===== config.mk =====
export PLATFORM = sky130hd
export DESIGN_NAME = sfr_dev_flat
export DESIGN_NICKNAME = d
export VERILOG_FILES = /design/src/design/sfr_pkg.sv /design/src/design/sfr_link_if.sv /design/src/design/sfr_dev.sv /design/src/design/sfr_pin_sync.sv /design/src/flat_wrapper.sv
export SDC_FILE = /design/constraint.sdc
export NUM_CORES = 1
export LEC_CHECK = 0
export BUFFER_PORTS_ARGS = -buffer_cell sky130_fd_sc_hd__buf_4
export CORE_MARGIN = 1.5
export CORE_UTILIZATION = 30
export CTS_CLUSTER_SIZE = 10
export DETAILED_ROUTE_END_ITERATION = 12
export SYNTH_ARGS = -nofsm -noshare
export SYNTH_HDL_FRONTEND = slang
export SYNTH_SLANG_ARGS = --single-unit

===== constraint.sdc =====
create_clock -name core_clk -period 7.1 [get_ports core_clk]
set_clock_uncertainty 0.15 [all_clocks]
set_input_delay 0.71 -clock core_clk [delete_from_list [all_inputs] [get_ports core_clk]]
set_output_delay 0.71 -clock core_clk [all_outputs]
set_load 0.02 [all_outputs]

===== src/design/sfr_pkg.sv =====
package sfr_pkg;

  // ----------------------------------------------------------------
  // read opcodes
  // ----------------------------------------------------------------
  localparam logic [7:0] OP_ARRAY_FAST = 8'h0B;
  localparam logic [7:0] OP_ARRAY_SLOW = 8'h03;
  localparam logic [7:0] OP_ARRAY_LOWPWR = 8'h01;
  localparam logic [7:0] OP_PAGE = 8'hD2;
  localparam logic [7:0] OP_BUF1_FAST = 8'hD4;
  localparam logic [7:0] OP_BUF1_SLOW = 8'hD1;
  localparam logic [7:0] OP_BUF2_FAST = 8'hD6;
  localparam logic [7:0] OP_BUF2_SLOW = 8'hD3;

  // ----------------------------------------------------------------
  // framing
  // ----------------------------------------------------------------
  localparam logic [2:0] ADDR_BYTES = 3'h3;
  localparam logic [2:0] DUMMY_NONE = 3'h0;
  localparam logic [2:0] DUMMY_ARRAY_FAST = 3'h1;
  localparam logic [2:0] DUMMY_PAGE = 3'h4;
  localparam logic [2:0] DUMMY_BUF_FAST = 3'h1;
  localparam logic [2:0] BIT_LAST = 3'h7;

  // ----------------------------------------------------------------
  // address geometry
  // ----------------------------------------------------------------
  localparam int PAGE_W = 11;
  localparam int OFF_W = 9;
  localparam int OFF264_W = 9;
  localparam int OFF256_W = 8;
  localparam logic [8:0] LAST_OFF_264 = 9'h107;
  localparam logic [8:0] LAST_OFF_256 = 9'h0FF;

  typedef enum logic [1:0] {
    SFR_SRC_ARRAY = 2'h0,
    SFR_SRC_BUF1 = 2'h1,
    SFR_SRC_BUF2 = 2'h2
  } sfr_src_e;

  typedef enum logic [2:0] {
    SFR_D_IDLE = 3'h0,
    SFR_D_OPC = 3'h1,
    SFR_D_ADDR = 3'h3,
    SFR_D_DUMMY = 3'h2,
    SFR_D_DATA = 3'h6,
    SFR_D_IGNORE = 3'h7
  } sfr_dev_state_e;

  typedef enum logic [1:0] {
    SFR_H_IDLE = 2'h0,
    SFR_H_RUN = 2'h1,
    SFR_H_END = 2'h3
  } sfr_host_state_e;

endpackage : sfr_pkg


===== src/design/sfr_link_if.sv =====
`timescale 1ns/1ps
interface sfr_link_if;
  logic sck;
  logic cs_n;
  logic si;
  logic so_o;
  logic so_oe_n;
  logic so_line;

  // undriven serial output floats high through the board pull-up
  assign so_line = so_oe_n ? 1'b1 : so_o;

  modport dev (
    input sck,
    input cs_n,
    input si,
    output so_o,
    output so_oe_n
  );

  modport host (
    output sck,
    output cs_n,
    output si,
    input so_line
  );
endinterface : sfr_link_if


===== src/design/sfr_dev.sv =====
// How it works
// - select falls, opcode then address shifted in
// - every byte travels MSB first
// - 0Bh: address, one dummy, then data
// - 264 mode: 11 page, 9 offset bits
// - 256 mode: 11 page, 8 offset bits
// - host holds select low whole command
// - page end rolls into next page
// - array end wraps to page zero
// - select rise ends read, output floats
// - array reads never touch the buffers
// - 03h: address then data, no dummy
// - 01h: address then data, no dummy
// - D2h: address, four dummies, page data
// - page read wraps inside its page
// - D4h/D1h buffer one, D6h/D3h buffer two
// - 264 buffer mode: 9 offset bits
// - 256 buffer mode: 8 offset bits
// - D4h/D6h one dummy, others none
// - buffer read wraps to buffer start
`timescale 1ns/1ps
module sfr_dev (
  input wire logic core_clk,
  input wire logic rstn,
  sfr_link_if.dev link,
  input wire logic pg264,
  output logic mem_rd,
  output sfr_pkg::sfr_src_e mem_src,
  output logic [sfr_pkg::PAGE_W-1:0] mem_page,
  output logic [sfr_pkg::OFF_W-1:0] mem_off,
  input wire logic [7:0] mem_data,
  output logic active
);
  typedef struct packed {
    sfr_pkg::sfr_dev_state_e state;
    logic [2:0] bit_cnt;
    logic [7:0] in_sh;
    logic [23:0] addr;
    logic [2:0] cnt;
    logic [2:0] dummies;
    sfr_pkg::sfr_src_e src;
    logic stay;
    logic [sfr_pkg::PAGE_W-1:0] page;
    logic [sfr_pkg::OFF_W-1:0] off;
    logic [7:0] out_sh;
    logic rd;
    logic so;
    logic so_oe_n;
  } sfr_dev_s;

  sfr_dev_s s_q;
  sfr_dev_s s_d;

  logic [2:0] pin_lvl;
  logic [2:0] pin_rise;
  logic [2:0] pin_fall;
  logic sck_rise;
  logic sck_fall;
  logic cs_n_lvl;
  logic cs_fall;
  logic si_lvl;

  // ----------------------------------------------------------------
  // pin synchronisers: {cs_n, sck, si}
  // ----------------------------------------------------------------
  sfr_pin_sync #(
    .W(3),
    .RST(3'h4)
  ) u_sync (
    .core_clk(core_clk),
    .rstn(rstn),
    .pin_i({link.cs_n, link.sck, link.si}),
    .level_o(pin_lvl),
    .rise_o(pin_rise),
    .fall_o(pin_fall)
  );

  assign cs_n_lvl = pin_lvl[2];
  assign cs_fall = pin_fall[2];
  assign sck_rise = pin_rise[1];
  assign sck_fall = pin_fall[1];
  assign si_lvl = pin_lvl[0];

  // ----------------------------------------------------------------
  // opcode decode: {known, source, stay in page, dummy bytes}
  // ----------------------------------------------------------------
  function automatic logic [6:0] decode(input logic [7:0] op);
    logic [6:0] r;
    r = {1'b0, sfr_pkg::SFR_SRC_ARRAY, 1'b0, sfr_pkg::DUMMY_NONE};
    case (op)
      sfr_pkg::OP_ARRAY_FAST:
        r = {1'b1, sfr_pkg::SFR_SRC_ARRAY, 1'b0, sfr_pkg::DUMMY_ARRAY_FAST};
      sfr_pkg::OP_ARRAY_SLOW:
        r = {1'b1, sfr_pkg::SFR_SRC_ARRAY, 1'b0, sfr_pkg::DUMMY_NONE};
      sfr_pkg::OP_ARRAY_LOWPWR:
        r = {1'b1, sfr_pkg::SFR_SRC_ARRAY, 1'b0, sfr_pkg::DUMMY_NONE};
      sfr_pkg::OP_PAGE:
        r = {1'b1, sfr_pkg::SFR_SRC_ARRAY, 1'b1, sfr_pkg::DUMMY_PAGE};
      sfr_pkg::OP_BUF1_FAST:
        r = {1'b1, sfr_pkg::SFR_SRC_BUF1, 1'b1, sfr_pkg::DUMMY_BUF_FAST};
      sfr_pkg::OP_BUF1_SLOW:
        r = {1'b1, sfr_pkg::SFR_SRC_BUF1, 1'b1, sfr_pkg::DUMMY_NONE};
      sfr_pkg::OP_BUF2_FAST:
        r = {1'b1, sfr_pkg::SFR_SRC_BUF2, 1'b1, sfr_pkg::DUMMY_BUF_FAST};
      sfr_pkg::OP_BUF2_SLOW:
        r = {1'b1, sfr_pkg::SFR_SRC_BUF2, 1'b1, sfr_pkg::DUMMY_NONE};
      default:
        r = {1'b0, sfr_pkg::SFR_SRC_ARRAY, 1'b0, sfr_pkg::DUMMY_NONE};
    endcase
    return r;
  endfunction : decode

  // ----------------------------------------------------------------
  // command sequencer
  // ----------------------------------------------------------------
  always_comb
  begin
    logic [7:0] byte_in;
    logic [6:0] dec;
    logic [23:0] a;
    logic start_data;
    logic [sfr_pkg::OFF_W-1:0] last_off;
    byte_in = '0;
    dec = '0;
    a = s_q.addr;
    start_data = 1'b0;
    last_off = pg264 ? sfr_pkg::LAST_OFF_264 : sfr_pkg::LAST_OFF_256;
    s_d = s_q;
    s_d.rd = 1'b0;

    // fetched byte arrives with the read strobe
    if (s_q.rd)
      s_d.out_sh = mem_data;

    // fall tested first: synced level still reads high while it is flagged
    if (cs_fall)
    begin
      s_d.state = sfr_pkg::SFR_D_OPC;
      s_d.bit_cnt = '0;
      s_d.cnt = '0;
    end
    else if (cs_n_lvl)
    begin
      s_d.state = sfr_pkg::SFR_D_IDLE;
      s_d.so_oe_n = 1'b1;
      s_d.rd = 1'b0;
    end
    else if (sck_rise && s_q.state != sfr_pkg::SFR_D_IDLE)
    begin
      byte_in = {s_q.in_sh[6:0], si_lvl};
      s_d.in_sh = byte_in;
      s_d.bit_cnt = s_q.bit_cnt + 3'h1;
      if (s_q.bit_cnt == sfr_pkg::BIT_LAST)
      begin
        case (s_q.state)
          sfr_pkg::SFR_D_OPC:
          begin
            dec = decode(byte_in);
            s_d.src = sfr_pkg::sfr_src_e'(dec[5:4]);
            s_d.stay = dec[3];
            s_d.dummies = dec[2:0];
            s_d.cnt = '0;
            s_d.state = dec[6] ? sfr_pkg::SFR_D_ADDR : sfr_pkg::SFR_D_IGNORE;
          end
          sfr_pkg::SFR_D_ADDR:
          begin
            a = {s_q.addr[15:0], byte_in};
            s_d.addr = a;
            s_d.cnt = s_q.cnt + 3'h1;
            if (s_q.cnt == sfr_pkg::ADDR_BYTES - 3'h1)
            begin
              if (pg264)
              begin
                s_d.page = a[sfr_pkg::OFF264_W +: sfr_pkg::PAGE_W];
                s_d.off = a[sfr_pkg::OFF264_W-1:0];
              end
              else
              begin
                s_d.page = a[sfr_pkg::OFF256_W +: sfr_pkg::PAGE_W];
                s_d.off = {1'b0, a[sfr_pkg::OFF256_W-1:0]};
              end
              s_d.cnt = '0;
              if (s_q.dummies == sfr_pkg::DUMMY_NONE)
                start_data = 1'b1;
              else
                s_d.state = sfr_pkg::SFR_D_DUMMY;
            end
          end
          sfr_pkg::SFR_D_DUMMY:
          begin
            s_d.cnt = s_q.cnt + 3'h1;
            if (s_q.cnt == s_q.dummies - 3'h1)
              start_data = 1'b1;
          end
          default:
          begin
            s_d.state = s_q.state;
          end
        endcase
      end
    end
    else if (sck_fall && s_q.state == sfr_pkg::SFR_D_DATA)
    begin
      s_d.so = s_q.out_sh[7];
      s_d.so_oe_n = 1'b0;
      s_d.out_sh = {s_q.out_sh[6:0], 1'b0};
      s_d.cnt = s_q.cnt + 3'h1;
      if (s_q.cnt == sfr_pkg::BIT_LAST)
      begin
        if (s_q.off == last_off)
        begin
          s_d.off = '0;
          if (!s_q.stay)
            s_d.page = s_q.page + 11'h001;
        end
        else
          s_d.off = s_q.off + 9'h001;
        // fetched straight away so the next bit has no gap
        s_d.rd = 1'b1;
      end
    end

    if (start_data)
    begin
      s_d.state = sfr_pkg::SFR_D_DATA;
      s_d.cnt = '0;
      s_d.rd = 1'b1;
    end
  end

  always_ff @(posedge core_clk or negedge rstn)
  begin
    if (!rstn)
    begin
      s_q <= '0;
      s_q.so_oe_n <= 1'b1;
    end
    else
      s_q <= s_d;
  end

  // ----------------------------------------------------------------
  // outputs
  // ----------------------------------------------------------------
  // read-only memory port
  assign mem_rd = s_q.rd;
  assign mem_src = s_q.src;
  assign mem_page = s_q.page;
  assign mem_off = s_q.off;
  assign active = (s_q.state != sfr_pkg::SFR_D_IDLE);
  assign link.so_o = s_q.so;
  assign link.so_oe_n = s_q.so_oe_n;
endmodule : sfr_dev


===== src/design/sfr_pin_sync.sv =====
`timescale 1ns/1ps
module sfr_pin_sync #(
  parameter int W = 1,
  parameter logic [W-1:0] RST = '0
) (
  input wire logic core_clk,
  input wire logic rstn,
  input wire logic [W-1:0] pin_i,
  output logic [W-1:0] level_o,
  output logic [W-1:0] rise_o,
  output logic [W-1:0] fall_o
);
  typedef struct packed {
    logic [W-1:0] f1;
    logic [W-1:0] f2;
    logic [W-1:0] f3;
    logic [W-1:0] lvl;
  } sfr_sync_s;

  sfr_sync_s s_q;
  sfr_sync_s s_d;
  logic [W-1:0] agree;

  // a change counts only once the second and third stages agree
  assign agree = ~(s_q.f2 ^ s_q.f3);

  always_comb
  begin
    s_d = s_q;
    s_d.f1 = pin_i;
    s_d.f2 = s_q.f1;
    s_d.f3 = s_q.f2;
    s_d.lvl = (agree & s_q.f3) | (~agree & s_q.lvl);
  end

  always_ff @(posedge core_clk or negedge rstn)
  begin
    if (!rstn)
      s_q <= {RST, RST, RST, RST};
    else
      s_q <= s_d;
  end

  assign level_o = s_q.lvl;
  assign rise_o = agree & s_q.f3 & ~s_q.lvl;
  assign fall_o = agree & ~s_q.f3 & s_q.lvl;
endmodule : sfr_pin_sync


===== src/flat_wrapper.sv =====
// flat-port wrapper written by rule: the top's interface ports become plain ports
module sfr_dev_flat 
  (core_clk, rstn, pg264, mem_rd, mem_src, mem_page, mem_off, mem_data, active, link_sck, link_cs_n, link_si, link_so_o, link_so_oe_n);
  sfr_link_if link_i ();
  input wire logic core_clk;
  input wire logic rstn;
  input wire logic pg264;
  output logic mem_rd;
  output sfr_pkg::sfr_src_e mem_src;
  output logic [sfr_pkg::PAGE_W-1:0] mem_page;
  output logic [sfr_pkg::OFF_W-1:0] mem_off;
  input wire logic [7:0] mem_data;
  output logic active;
  input wire logic [$bits(link_i.sck)-1:0] link_sck;
  input wire logic [$bits(link_i.cs_n)-1:0] link_cs_n;
  input wire logic [$bits(link_i.si)-1:0] link_si;
  output wire logic [$bits(link_i.so_o)-1:0] link_so_o;
  output wire logic [$bits(link_i.so_oe_n)-1:0] link_so_oe_n;
  assign link_i.sck = link_sck;
  assign link_i.cs_n = link_cs_n;
  assign link_i.si = link_si;
  assign link_so_o = link_i.so_o;
  assign link_so_oe_n = link_i.so_oe_n;
  sfr_dev u_core (.core_clk(core_clk), .rstn(rstn), .link(link_i), .pg264(pg264), .mem_rd(mem_rd), .mem_src(mem_src), .mem_page(mem_page), .mem_off(mem_off), .mem_data(mem_data), .active(active));
endmodule

# Word level (Yosys, flattened, before mapping)
# Cells that the tools add are included.
[classes]
n_addsub = 5
n_eq_ne = 28
muxes = 52
bitwise = 14
reduce_logical = 24
[ops]
columns = ["operator", "count"]
rows = [
  ["20-bit 2-to-1 mux", 5],
  ["72-bit 2-to-1 mux", 1],
  ["53-bit 2-to-1 mux", 1],
  ["7-bit case mux with 7 select lines", 1],
  ["11-bit 2-to-1 mux", 4],
  ["8-bit == test (second input constant)", 5],
  ["38-bit 2-to-1 mux", 1],
  ["7-bit 2-to-1 mux", 5],
  ["3-bit 2-to-1 mux", 11],
  ["31-bit 2-to-1 mux", 1],
  ["24-bit 2-to-1 mux", 1],
  ["6-bit 2-to-1 mux", 3],
  ["9-bit 2-to-1 mux", 2],
  ["5-bit AND reduction", 3],
  ["3-bit bitwise AND", 4],
  ["1-bit 2-to-1 mux", 12],
  ["4-bit nonzero test", 3],
  ["11-bit by 1-bit adder with 11-bit output (second input constant)", 1],
  ["2-bit inequality test (second input constant)", 5],
  ["2-bit nonzero test", 5],
  ["9-bit by 1-bit adder with 9-bit output (second input constant)", 1],
  ["3-bit by 2-bit == test with 1-bit output (second input constant)", 3],
  ["3-bit == test (second input constant)", 3],
  ["9-bit == test", 1],
  ["33 further kinds", 41],
]
[word_totals]
reg_bits = 90
output_inout_bits = 26
elab_cells = 141

# Logic depth before layout (Yosys ltp)
[logic_depth]
word_depth = 15
ltp_mapped = 9

# By module
# Synthesis repeated with hierarchy kept, for this count alone.
[hier_totals]
hier_cells = 410
area_unflattened_um2 = 4319.1
[modules_own_cells]
columns = ["mod", "n_inst", "cells_per_inst", "area_per_inst_um2", "seq_area_each_um2"]
rows = [
  ["sfr_dev", 1, 374, 3811.2, 1602.8],
  ["sfr_pin_sync", 1, 36, 508.0, 305.3],
]

# Worst setup path before layout
# OpenSTA, ideal clock, no wires.
[synth_timing]
path_kind = "input port to flip-flop"
from = "in pg264"
to = "reg u_core.s_q (netlist bit u_core.mem_page[1])"
setup_ns = 0.125
arrival_ns = 2.369
required_ns = 6.825
setup_slack_ns = 4.456
cell_stages = 6
path_cell_list = "clkbuf_1 or4_4 a211oi_4 o21a_4 buf_8 mux2_4"
[synth_between]
elab_chain_cells = 5
word_cells_on_any_way = 9
cone_classes = "1 x eq/ne; 6 x mux; 2 x reduce/logical"
[synth_lines]
columns = ["element", "line_no", "text"]
rows = [
  ["start, declared", "flat_wrapper.sv:7", "input wire logic pg264;"],
  ["parallel branches: the longest is 5 deep, another holds 9-bit 2-to-1 mux", "--", ""],
  ["end, declared", "sfr_dev.sv:51", "sfr_dev_s s_q;"],
]
# Several ways; the timed one is not identified. The select of a mux whose other input is x is not followed.
# A chain may end at the register's enable or synchronous reset.

# Worst setup path in the final report
[layout_timing]
from = "reg u_core.s_q[75] (netlist bit)"
to = "reg u_core.s_q[38] (netlist bit)"
[layout_between]
elab_chain_cells = 8
word_cells_on_any_way = 23
cone_classes = "7 x eq/ne; 11 x mux; 5 x reduce/logical"
[layout_lines]
columns = ["element", "line_no", "text"]
rows = [
  ["3-bit by 2-bit == test with 1-bit output", "sfr_dev.sv:155", "case (s_q.state)"],
  ["1-bit case mux with 2 select lines", "sfr_dev.sv:155", ""],
  ["1-bit 2-to-1 mux", "sfr_dev.sv:153", "if (s_q.bit_cnt == sfr_pkg::BIT_LAST)"],
  ["1-bit 2-to-1 mux", "sfr_dev.sv:148", "else if (sck_rise && s_q.state != sfr_pkg::SFR_D_IDLE)"],
  ["1-bit 2-to-1 mux", "sfr_dev.sv:142", "else if (cs_n_lvl)"],
  ["1-bit 2-to-1 mux", "sfr_dev.sv:136", "if (cs_fall)"],
  ["6-bit by 5-bit inequality test with 1-bit output (no line) (tied with other cells)", "--", ""],
  ["4-bit AND reduction (no line)", "--", ""],
]
# Several ways; a longest one is shown, not always the timed one. The select of a mux whose other input is x is not followed.

==> metrics.txt <==
status finished, final reports clean; Setup crit end kind register; WL per Instance between 10 and 15 microns; dominant synthesized flop cell dfrtp_1; Port Buffers 39; Total Die Area 14630 sq um; Max-Cap Viols 0; Crit Reg-Reg Endpoint u_core.s_q[38]; Vert. Die Dim roughly 120 microns; clk_lat worst skew approximately 0.34 ns; RR Startpoint u_core.s_q[75]; Final TNS setup 0 ns; Period minus WS final 2.697 ns; endpoints failing setup 0; Worst EP required slightly above 7 ns; number of synthesized flops with an enable pin 0; Slew @ Worst Pin approximately 0.98 ns; GPL Wtd Cong approximately 0.84; critical path data arrival time about 2.8 ns; Syn. warnings 0; placed cells 585; Antenna Cells 0; CTS resizes 0; # rows 42; Hold Path Sink u_core.u_sync.s_d[3]; layout net count 445; Final HPWL DP 6353 microns; global route overflow 0; Slowest cell on crit path and2_1; Async SR Flop Fraction between 90% and 100%; register area share after synthesis between 40% and 50%; Top delay family on crit path simple AND/OR/NAND/NOR gates; Clk pin slew, worst setup/hold paths 0.06 ns; synthesized cell area ~4200 sq um; f_max 370.7 MHz; fin. max-slew vios 0; Min-Delay Startpoint u_core.u_sync.s_d[6]; vias per cell between 5 and 6; Inserted Clock Buffers 9; largest stage delay on the critical path ~0.63 ns; R2R Setup Slk ~4.4 ns; final hold vios 0; CTS Hold Bufs 0; PnR Total Power roughly 0.0011 W; crit-path cells and4b_1 > and2_1 > o31ai_1 > or4_1 > o21ai_0; # DRC 0; RSZ-0062 raised after global routing no; WL met3 approximately 400 microns; commonest non-fill, non-tap cell in the layout dfrtp_1; Clock Tree Buf Depth 2; synth unique cells a little over 60; Top-Level Pins 40; Critical path buffers and inverters 0; Leak just over 2 nW; met1 WL approximately 4200 microns; Iter 0 DRT Violations between 200 and 300; CTS sink count 76; DRT Pass-1 Iters 4; met2 WL post-DR between 4000 and 5000 microns; vias in the first global route roughly 3000; startpoint types register; # H-tree levels 3; CTS root buffer clkbuf_16; initial antenna violation count 0; Synthesized Nets 438; cell depth of the worst flop-to-flop path 5; ratio of cells with drive above 1 in the final layout a little over a fifth; slew margin rel. between 30% and 40%; Tcrit/Tclk final 37.99%; via count 3072; largest net degree at the start of global routing 77; Syn-to-layout area delta 13.52%; antenna-violating nets left 0; routed wire length roughly 8900 microns; GRT Util Overall a little over an eighth; Initial Util between 30% and 40%; maximum VDD drop between 0.1 and 0.15 mV; first-pass GRT wire length 14810 microns; Tightest Hold Check Type reg2reg; post-CTS setup buffer count 0; most frequent cells in the layout dfrtp_1 (71), nand2_1 (40), buf_4 (40); Top Metal Used met4; Post-Syn Instances around 410; kind of critical path reg2reg; Layout Cells excl Fill 600; CTS tree yes; Core Region 13400 sq um; Worst Hold Depth 0; syn avg cell area between 10 and 15 sq um; Power Dens Cells 222.6 nW/um^2; CP max FO 18; Die Width approximately 120 microns; synthesized flop and latch total 76
==> kinds of logic after synthesis <==
logic type / after synthesis / synth area share, %
XOR/XNOR: 3 / 0.6298
multiplexers: 44 / 11.36
AO/OA/AOI/OAI: 97 / 16.64
flip-flops: 76 / 45.73
buffers and inverters: 63 / 8.096
AND/OR/NAND/NOR: 118 / 14.00
adder cells (fa/ha/maj): 12 / 3.538
==> layout make-up <==
type                    count  area [sq um]
fillers                  1321          8663
multi-input cells         274          1927
flip-flops and latches     76          1908
repair buffers             40         300.3
clock buffers              12         266.5
well taps                 176         220.2
inverters                  19         71.32
clock inverters             3         43.79
==> synth_stat cells (9+ instances only) <==
library cell  count  area, sq um
dfrtp_1          71         1777
a22o_1            9        78.83
clkbuf_1         15        56.30
buf_4            23        172.7
nand3_1          16        80.08
nor2_1           22        82.58
mux2_2           23        259.0
a21oi_1          11        55.05
inv_1            18        67.56
nand2_1          40        150.1
o21ai_0          24        120.1
ha_1             11        137.6
mux2i_1          20        200.2
==> stage by stage <==
step	worst slack, ns	area (sq um)	hold slack [ns]	util (%)
after detailed placement	4.262	4427	0.1863	33.03
after CTS	4.365	4737	0.1996	35.35
after global placement	4.298	4427	0.1826	33.03
after floorplan	4.456	4173	0.1812	-
after global routing	4.123	4737	0.2084	35.35
final	4.403	4737	0.1999	35.35
==> worst max-delay path by stage <==
stage	start	endpoint	slack (ns)	cells after the start
floorplan	pg264	u_core.mem_page[1]	4.46	6
global placement	pg264	u_core.mem_page[0]	4.30	5
detailed placement	pg264	u_core.mem_page[0]	4.26	5
CTS	u_core.s_q[75]	u_core.link.so_o	4.37	4
global route	u_core.s_q[75]	u_core.link.so_o	4.12	4
finish	u_core.s_q[75]	u_core.s_q[38]	4.40	5
==> routing by layer <==
metal  vias to the layer above  GRT usage, %
met2                        72         19.25
li1                       1506             -
met1                      1484         17.59
met3                        10         3.008
met4                         0         7.132
met5                         -             0
==> where the power goes <==
group / internal, W / switching (W)
combinational: 0.0000381 / 0.0000471
sequential: 0.000456 / 0.0000377
clock: 0.000300 / 0.000176
==> flip-flops by register name (all words and copies together) (netlist names), named ones only <==
signal,cells
u_core.mem_src,2
u_core.link.so_o,1
u_core.s_q,39
u_core.mem_rd,1
u_core.u_sync.s_q,3
u_core.u_sync.s_d,6
u_core.link.so_oe_n,1
u_core.mem_off,9
u_core.mem_page,11
No activity file was read; power rests on OpenSTA's default activity.
